--- config.mk ---
export PLATFORM = sky130hd
export DESIGN_NAME = host_port
export DESIGN_NICKNAME = d
export VERILOG_FILES = /design/src/design/host_port_pkg.sv /design/src/design/spi_shifter.sv /design/src/design/host_port.sv
export VERILOG_INCLUDE_DIRS = /design/src /design/src/design
export SDC_FILE = /design/constraint.sdc
export NUM_CORES = 1
export LEC_CHECK = 0
export ABC_AREA = 1
export BUFFER_PORTS_ARGS = -buffer_cell sky130_fd_sc_hd__buf_2
export CORE_ASPECT_RATIO = 1.4
export CORE_MARGIN = 4
export CORE_UTILIZATION = 61
export CTS_BUF_LIST = sky130_fd_sc_hd__clkbuf_8
export CTS_CLUSTER_DIAMETER = 80
export DETAILED_ROUTE_END_ITERATION = 8
export GPL_ROUTABILITY_DRIVEN = 0
export GPL_TIMING_DRIVEN = 0
export PLACE_DENSITY = 0.95
export RECOVER_POWER = 100
export SKIP_LAST_GASP = 1
export SLEW_MARGIN = 20
export SYNTH_ARGS = -nofsm -noshare
export SYNTH_HDL_FRONTEND = slang
export SYNTH_HIERARCHICAL = 1
export SYNTH_SLANG_ARGS = --single-unit
--- constraint.sdc ---
create_clock -name i_clk_sys -period 2.25 [get_ports i_clk_sys]
set_input_delay 0 -clock i_clk_sys [delete_from_list [all_inputs] [get_ports i_clk_sys]]
set_output_delay 0 -clock i_clk_sys [all_outputs]
set_load 0.005 [all_outputs]
--- src/design/host_port_consts.svh ---
// Functional notes
// - Ten-bit address, bit 0 least significant
// - Data bus undriven when deselected or reset
// - Bit-order strap: low MSB first, high LSB
// - High scrambler strap disables x43+1 scrambling
// - High encapsulation strap selects X.86, low HDLC
// - Software mode uses register control bits
// - SPI instruction on o_spi_mosi, then zeros (no address), read data on data bit 1
// - Master-out changes on phase-selected clock edge
// - Master-in sampled on opposite clock edge
// - Interface select: strobes, data strobe, SPI
`ifndef HOST_PORT_CONSTS_SVH
`define HOST_PORT_CONSTS_SVH
`define HP_ADDR_W 10
`define HP_DATA_W 8
`define HP_SEL_RW 2'h0
`define HP_SEL_DS 2'h1
`define HP_SEL_SPI 2'h2
`define HP_SEL_RSV 2'h3
`define HP_BIT_ORDER 0
`define HP_SCRAMBLE_DIS 1
`define HP_ENCAP 2
`define HP_SPI_INSTR 8'h03
`define HP_SPI_DIV 4'h4
`define HP_SPI_BYTES 10'h010
`endif

--- src/design/host_port_pkg.sv ---
`default_nettype none
package host_port_pkg;
  typedef struct packed {
    logic bit_order_lsb;
    logic scrambler_off;
    logic laps_encap;
  } line_cfg_s;
  typedef enum logic [1:0] {
    ST_IDLE = 2'b00,
    ST_SHIFT = 2'b01,
    ST_DONE = 2'b10
  } spi_state_e;
endpackage
`default_nettype wire

--- src/design/spi_shifter.sv ---
`include "host_port_consts.svh"
`default_nettype none
module spi_shifter (
  // Clock and reset
  input wire logic i_clk_sys,
  input wire logic i_rst_n,
  // Edge strobes
  input wire logic i_phase_edge,
  input wire logic i_sample_edge,
  // Shift data
  input wire logic i_load,
  input wire logic [7:0] i_load_byte,
  input wire logic i_miso,
  output logic o_mosi,
  output logic [7:0] o_rx_byte
);
  import host_port_pkg::*;

  typedef struct packed {
    logic [7:0] tx;
    logic [7:0] rx;
    logic mosi;
  } shift_s;

  shift_s r;
  shift_s next_r;

  always_comb begin
    next_r = r;
    if (i_load) begin
      next_r.tx = i_load_byte;
    end else if (i_phase_edge) begin
      next_r.mosi = r.tx[7];
      next_r.tx = {r.tx[6:0], 1'b0};
    end
    if (i_sample_edge) begin
      next_r.rx = {r.rx[6:0], i_miso};
    end
  end

  always_ff @(posedge i_clk_sys or negedge i_rst_n) begin
    if (!i_rst_n) begin
      r <= '0;
    end else begin
      r <= next_r;
    end
  end

  assign o_mosi = r.mosi;
  assign o_rx_byte = r.rx;
endmodule
`default_nettype wire

--- src/design/host_port.sv ---
`include "host_port_consts.svh"
`default_nettype none
module host_port #(
  parameter int ADDR_W = `HP_ADDR_W,
  parameter int DATA_W = `HP_DATA_W,
  parameter logic [9:0] SPI_BYTES = `HP_SPI_BYTES
) (
  // Clock and reset
  input wire logic i_clk_sys,
  input wire logic i_rst_n,
  // Mode pins
  input wire logic i_strap_config_select,
  input wire logic [1:0] i_host_interface_select,
  input wire logic i_spi_clock_phase_select,
  // Processor port
  input wire logic i_cs_n,
  input wire logic i_rd_n,
  input wire logic i_wr_n,
  input wire logic [ADDR_W-1:0] i_addr,
  input wire logic [DATA_W-1:0] i_data,
  output logic [DATA_W-1:0] o_data,
  output logic o_data_oe,
  // Register side
  input wire logic [DATA_W-1:0] i_reg_rdata,
  output logic [ADDR_W-1:0] o_reg_addr,
  output logic o_reg_rd,
  output logic o_reg_wr,
  output logic [DATA_W-1:0] o_reg_wdata,
  // Software line controls
  input wire host_port_pkg::line_cfg_s i_sw_cfg,
  // Effective line configuration
  output host_port_pkg::line_cfg_s o_line_cfg,
  // SPI master
  input wire logic i_spi_start,
  output logic o_spi_serial_clock,
  output logic o_spi_cs_n,
  output logic o_spi_mosi,
  output logic [7:0] o_spi_byte,
  output logic o_spi_byte_valid,
  output logic o_spi_busy
);
  import host_port_pkg::*;

  typedef struct packed {
    spi_state_e st;
    logic sck;
    logic [3:0] div;
    logic [3:0] bits;
    logic [9:0] bytes;
    logic cs_n;
    logic busy;
    logic bval;
    logic [7:0] rbyte;
    logic [DATA_W-1:0] dout;
    logic doe;
    logic [ADDR_W-1:0] raddr;
    logic rd;
    logic wr;
    logic wr_d;
    logic [DATA_W-1:0] wdata;
    line_cfg_s cfg;
  } state_s;

  state_s r;
  state_s next_r;
  logic tick;
  logic rise;
  logic fall;
  logic phase_edge;
  logic sample_edge;
  logic load;
  logic mosi;
  logic [7:0] rx_byte;
  logic sel_rw;
  logic sel_ds;
  logic reading;

  // ------------------------------------------------------------
  // Clock edges of the serial clock
  // ------------------------------------------------------------
  assign tick = (r.st == ST_SHIFT) && (r.div == `HP_SPI_DIV - 4'h1);
  assign rise = tick && !r.sck;
  assign fall = tick && r.sck;
  assign phase_edge = i_spi_clock_phase_select ? rise : fall;
  assign sample_edge = i_spi_clock_phase_select ? fall : rise;
  assign load = (r.st == ST_IDLE) && i_spi_start && !i_strap_config_select
    && (i_host_interface_select == `HP_SEL_SPI);

  spi_shifter u_shift (
    .i_clk_sys(i_clk_sys),
    .i_rst_n(i_rst_n),
    .i_phase_edge(phase_edge),
    .i_sample_edge(sample_edge),
    .i_load(load),
    .i_load_byte(`HP_SPI_INSTR),
    .i_miso(i_data[1]),
    .o_mosi(mosi),
    .o_rx_byte(rx_byte)
  );

  // Processor port strobes
  assign sel_rw = !i_strap_config_select
    && (i_host_interface_select == `HP_SEL_RW);
  assign sel_ds = !i_strap_config_select
    && (i_host_interface_select == `HP_SEL_DS);
  // Data strobe style: wr pin carries read/write level
  assign reading = !i_cs_n && ((sel_rw && !i_rd_n)
    || (sel_ds && !i_rd_n && i_wr_n));

  // ------------------------------------------------------------
  // Next state
  // ------------------------------------------------------------
  always_comb begin
    next_r = r;
    next_r.bval = 1'b0;
    next_r.rd = 1'b0;
    next_r.wr = 1'b0;
    // Address pins only feed the straps in hardware mode
    next_r.raddr = i_strap_config_select ? r.raddr : i_addr;
    next_r.doe = reading;
    next_r.dout = i_reg_rdata;
    next_r.rd = reading;
    next_r.wr_d = !i_cs_n && !i_wr_n && sel_rw
      || !i_cs_n && !i_rd_n && !i_wr_n && sel_ds;
    if (r.wr_d && !next_r.wr_d && !i_cs_n) begin
      next_r.wr = 1'b1;
    end
    next_r.wdata = i_data;
    if (i_strap_config_select) begin
      next_r.cfg.bit_order_lsb = i_addr[`HP_BIT_ORDER];
      next_r.cfg.scrambler_off = i_addr[`HP_SCRAMBLE_DIS];
      next_r.cfg.laps_encap = i_addr[`HP_ENCAP];
    end else begin
      next_r.cfg = i_sw_cfg;
    end
    case (r.st)
      ST_IDLE: begin
        next_r.sck = !i_spi_clock_phase_select;
        if (load) begin
          next_r.st = ST_SHIFT;
          next_r.cs_n = 1'b0;
          next_r.div = 4'h0;
          next_r.bits = 4'h0;
          next_r.bytes = 10'h000;
        end
      end
      ST_SHIFT: begin
        next_r.div = tick ? 4'h0 : r.div + 4'h1;
        if (tick) begin
          next_r.sck = !r.sck;
        end
        if (sample_edge) begin
          if (r.bits == 4'h7) begin
            next_r.bits = 4'h0;
            if (r.bytes != 10'h000) begin
              next_r.bval = 1'b1;
              next_r.rbyte = {rx_byte[6:0], i_data[1]};
            end
            next_r.bytes = r.bytes + 10'h001;
            if (r.bytes == SPI_BYTES) begin
              next_r.st = ST_DONE;
            end
          end else begin
            next_r.bits = r.bits + 4'h1;
          end
        end
      end
      ST_DONE: begin
        next_r.cs_n = 1'b1;
        next_r.st = ST_IDLE;
      end
      default: begin
        next_r.st = ST_IDLE;
      end
    endcase
    // Registered so the busy port never glitches
    next_r.busy = (next_r.st != ST_IDLE);
  end

  always_ff @(posedge i_clk_sys or negedge i_rst_n) begin
    if (!i_rst_n) begin
      r <= '0;
      r.cs_n <= 1'b1;
      r.st <= ST_IDLE;
    end else begin
      r <= next_r;
    end
  end

  // ------------------------------------------------------------
  // Outputs
  // ------------------------------------------------------------
  assign o_data = r.dout;
  assign o_data_oe = r.doe;
  assign o_reg_addr = r.raddr;
  assign o_reg_rd = r.rd;
  assign o_reg_wr = r.wr;
  assign o_reg_wdata = r.wdata;
  assign o_line_cfg = r.cfg;
  assign o_spi_serial_clock = r.sck;
  assign o_spi_cs_n = r.cs_n;
  assign o_spi_mosi = mosi;
  assign o_spi_byte = r.rbyte;
  assign o_spi_byte_valid = r.bval;
  assign o_spi_busy = r.busy;

  // ------------------------------------------------------------
  // Checks
  // ------------------------------------------------------------
  property p_oe_off;
    @(posedge i_clk_sys) disable iff (!i_rst_n)
      $past(i_cs_n) |-> !o_data_oe;
  endproperty
  a_oe_off: assert property (p_oe_off) else $error("bus driven");
  property p_strap_order;
    @(posedge i_clk_sys) disable iff (!i_rst_n)
      i_strap_config_select |=> o_line_cfg.bit_order_lsb == $past(i_addr[0]);
  endproperty
  a_strap_order: assert property (p_strap_order)
    else $error("bit order strap");
  property p_strap_scr;
    @(posedge i_clk_sys) disable iff (!i_rst_n)
      i_strap_config_select |=> o_line_cfg.scrambler_off == $past(i_addr[1]);
  endproperty
  a_strap_scr: assert property (p_strap_scr)
    else $error("scrambler strap");
  property p_strap_enc;
    @(posedge i_clk_sys) disable iff (!i_rst_n)
      i_strap_config_select |=> o_line_cfg.laps_encap == $past(i_addr[2]);
  endproperty
  a_strap_enc: assert property (p_strap_enc)
    else $error("encap strap");
  property p_sw_cfg;
    @(posedge i_clk_sys) disable iff (!i_rst_n)
      !i_strap_config_select |=> o_line_cfg == $past(i_sw_cfg);
  endproperty
  a_sw_cfg: assert property (p_sw_cfg) else $error("soft cfg");
  property p_mosi_edge;
    @(posedge i_clk_sys) disable iff (!i_rst_n)
      $changed(o_spi_mosi) |-> (i_spi_clock_phase_select
        ? $rose(o_spi_serial_clock) : $fell(o_spi_serial_clock));
  endproperty
  a_mosi_edge: assert property (p_mosi_edge) else $error("mosi edge");
  property p_sample_edge;
    @(posedge i_clk_sys) disable iff (!i_rst_n)
      sample_edge |=> (i_spi_clock_phase_select
        ? $fell(o_spi_serial_clock) : $rose(o_spi_serial_clock));
  endproperty
  a_sample_edge: assert property (p_sample_edge)
    else $error("sample edge");
  property p_hw_addr;
    @(posedge i_clk_sys) disable iff (!i_rst_n)
      i_strap_config_select |=> $stable(o_reg_addr) && !o_data_oe;
  endproperty
  a_hw_addr: assert property (p_hw_addr) else $error("addr used");
  property p_rsv;
    @(posedge i_clk_sys) disable iff (!i_rst_n)
      (i_host_interface_select == `HP_SEL_RSV) |=> !o_reg_rd && !o_reg_wr;
  endproperty
  a_rsv: assert property (p_rsv) else $error("reserved select");
endmodule
`default_nettype wire

==> results.py <==
metrics = {
    "setup_path": {
        "crit_type": "flop to flop",
        "regToRegStartpoint": "r[58]$_DFFE_PN0P_",
        "worst-path-stages": 9,
        "critPathMaxFanout": 10,
        "worstPathCellList": "ha_1 -> nand2_1 -> nor2_1 -> nand2_1 -> o31ai_1 -> clkbuf_2 -> nor2_2 -> nand2_1 -> nand3_1",
        "critical_path.top_delay_family": "simple AND/OR/NAND/NOR gates",
        "ff2ff_setup_slack_ps": 190,
        "reg2reg_depth": 9,
        "r2r_end": "u_shift/r[11]$_DFFE_PN0P_",
        "crit_slowest_cell": "dfrtp_1",
        "cpMostUsedCell": "nand2_1",
        "startpoint": "r[58]$_DFFE_PN0P_",
        "worst-path-buf-inv": 1,
        "end_kind": "flop",
        "start_kind": "flop",
        "endpoint": "u_shift/r[11]$_DFFE_PN0P_",
        "arrival_ps": 2310,
        "critPathRequiredTime_ps": 2500,
        "critPathMaxStageDelay_ps": 450,
    },
    "timing": {
        "finalHoldViolCount": 0,
        "fin_crit_sh_pct": 91.69,
        "tightest_slew_ps": 1193,
        "min_period_ps": 2063,
        "setup_tns_ps": 0,
        "skew_ps": 21.05,
        "maxSlewHeadroom_pct": 20.45,
        "fmax_ghz": 0.4847,
        "rsz0062_at_grt": "no",
        "setup_viol": 0,
        "drv_slew": 0,
    },
    "route": {
        "dr.pass1.iters": 5,
        "ant_nets": 0,
        "drt-total-wl_um": 12320,
        "routed-via-count": 3746,
        "vias_per_cell": 5.790,
        "drc": 0,
        "wl_per_cell_um": 19.05,
        "drt_first_iter_violations": 487,
    },
    "floorplan": {
        "die-height_um": 101.3,
        "core_area_mm2": 0.005946,
        "die_x_um": 74.62,
        "num_rows": 33,
        "start_util_pct": 63.74,
        "ios": 84,
        "die_area_mm2": 0.007556,
    },
    "worst_hold_path": {
        "hold_path_class": "input pin to flop",
        "hold_depth": 4,
    },
    "power": {
        "p_leak_nw": 2.610,
        "p_per_area_mw_per_mm2": 663.5,
        "peakVddDrop_mv": 0.4532,
    },
    "final_layout": {
        "nets": 615,
        "area_delta_synth_final_pct": 28.10,
        "diodes": 0,
        "fill_cells": 297,
        "finalNonFillerCells": 647,
        "drive_gt1_share_pct": 23.22,
    },
    "global_routing": {
        "grt_pass1_vias": 3801,
        "grt_pass1_wl_um": 19310,
        "grt_usage_pct": 34.95,
        "grt-ovfl-total": 0,
        "antenna_found_initial": 0,
        "grt_max_degree": 62,
    },
    "run": {
        "cap_violations": 0,
    },
    "clock_network": {
        "cts_root_buffer": "clkbuf_8",
        "cts_inserted_buffers": 9,
        "post_cts_buffers": 0,
        "clk_pin_slew_ps": 100,
        "cts_max_level": 3,
        "cts_hold_buf": 38,
        "cts_tree": "built",
        "clkSinkCount": 80,
        "cts.repair.resized": 0,
        "clk_path_buf_depth": 2,
        "clock_latency_ps": 370,
    },
    "placed_design": {
        "dp_cells": 593,
        "hpwl_um": 6119,
        "portBuffers": 83,
    },
    "logic_synthesis": {
        "ys_warn_count": 6,
        "synth_area_per_cell_um2": 8.753,
        "syn_inst": 433,
        "syn_area_mm2": 0.003790,
    },
    "run_status": {
        "status": "finished, final reports clean",
    },
}
area by class of cell:
cell class,count,area [µm²],share of cell area [%]
buffer,56,399.1,8.222
clock buffer,10,137.6,2.835
tap,70,87.58,1.804
timing repair buffer,122,789.5,16.26
clock inverter,6,66.31,1.366
inverter,37,138.9,2.861
multi-input combinational,266,1232,25.39
sequential,80,2003,41.26
stage by stage:
| stage | util (%) | worst slack (ps) | hold WS (ps) | cell area [µm²] | total power [mW] |
|---|---|---|---|---|---|
| 2_1_floorplan | - | 737.5 | -295.6 | 3812 | 1.836 |
| 3_5_place_dp | 73.09 | 451.1 | -97.33 | 4345 | 2.004 |
| 3_3_place_gp | 72.58 | 535.4 | 108.3 | 4315 | 1.966 |
| 5_1_grt | 81.65 | 118.8 | 103.3 | 4855 | 3.349 |
| 6_report | 81.65 | 187.1 | 111.4 | 4855 | 3.221 |
| 4_1_cts | 82.91 | 456.3 | 17.04 | 4930 | 3.151 |
routing by layer:
metal | routed length [µm] | track usage, % | part of all wire, % | vias to the layer above
met2 | 5988 | 56.53 | 49 | 310
met5 | 0 | 0 | 0 | -
li1 | - | - | - | 1595
met1 | 4314 | 41.12 | 35 | 1750
met4 | 809 | 18.90 | 6.6 | 0
met3 | 1210 | 10.72 | 9.8 | 91
cell usage in the layout (no fill, tap or decap), types with 17 or more instances in the layout:
| cell | instances |
|---|---|
| inv_1 | 35 |
| buf_2 | 58 |
| nor2_1 | 27 |
| dlygate4sd3_1 | 38 |
| nand3_1 | 49 |
| buf_4 | 23 |
| nand2_1 | 129 |
| clkbuf_1 | 32 |
| o21ai_0 | 17 |
| clkbuf_4 | 22 |
| dfrtp_1 | 79 |
flip-flops by register name, summed over array words and instances (netlist names):
name,count
o_line_cfg,3
o_spi_busy,1
r,21
u_shift/r,8
o_spi_cs_n,1
o_reg_rd,1
o_spi_byte_valid,1
o_spi_byte,8
o_data,8
o_reg_addr,10
o_reg_wr,1
u_shift/o_rx_byte,7
o_spi_serial_clock,1
u_shift/o_mosi,1
o_reg_wdata,8
worst min path at each step:
stage | from | to | slack [ps]
floorplan | i_rst_n | o_data[0]$_DFF_PN0_ | -300
global placement | i_reg_rdata[0] | o_data[0]$_DFF_PN0_ | 110
detailed placement | i_rst_n | o_reg_addr[3]$_DFFE_PN0N_ | -100
CTS | i_spi_clock_phase_select | o_spi_serial_clock$_DFFE_PN0P_ | 20
global route | i_spi_clock_phase_select | o_spi_serial_clock$_DFFE_PN0P_ | 100
finish | i_spi_clock_phase_select | o_spi_serial_clock$_DFFE_PN0P_ | 110
where the power goes:
part,total [mW],switching [mW],internal (mW)
combinational,0.486,0.261,0.225
clock,1.13,0.584,0.547
sequential,1.60,0.0738,1.53
total,3.22,0.918,2.30
worst min-delay path, stage by stage:
cell     delay, ps
buf_2          110
inv_1           90
nand2_1        110
a31oi_1        110
No activity file was read; power rests on OpenSTA's default activity.
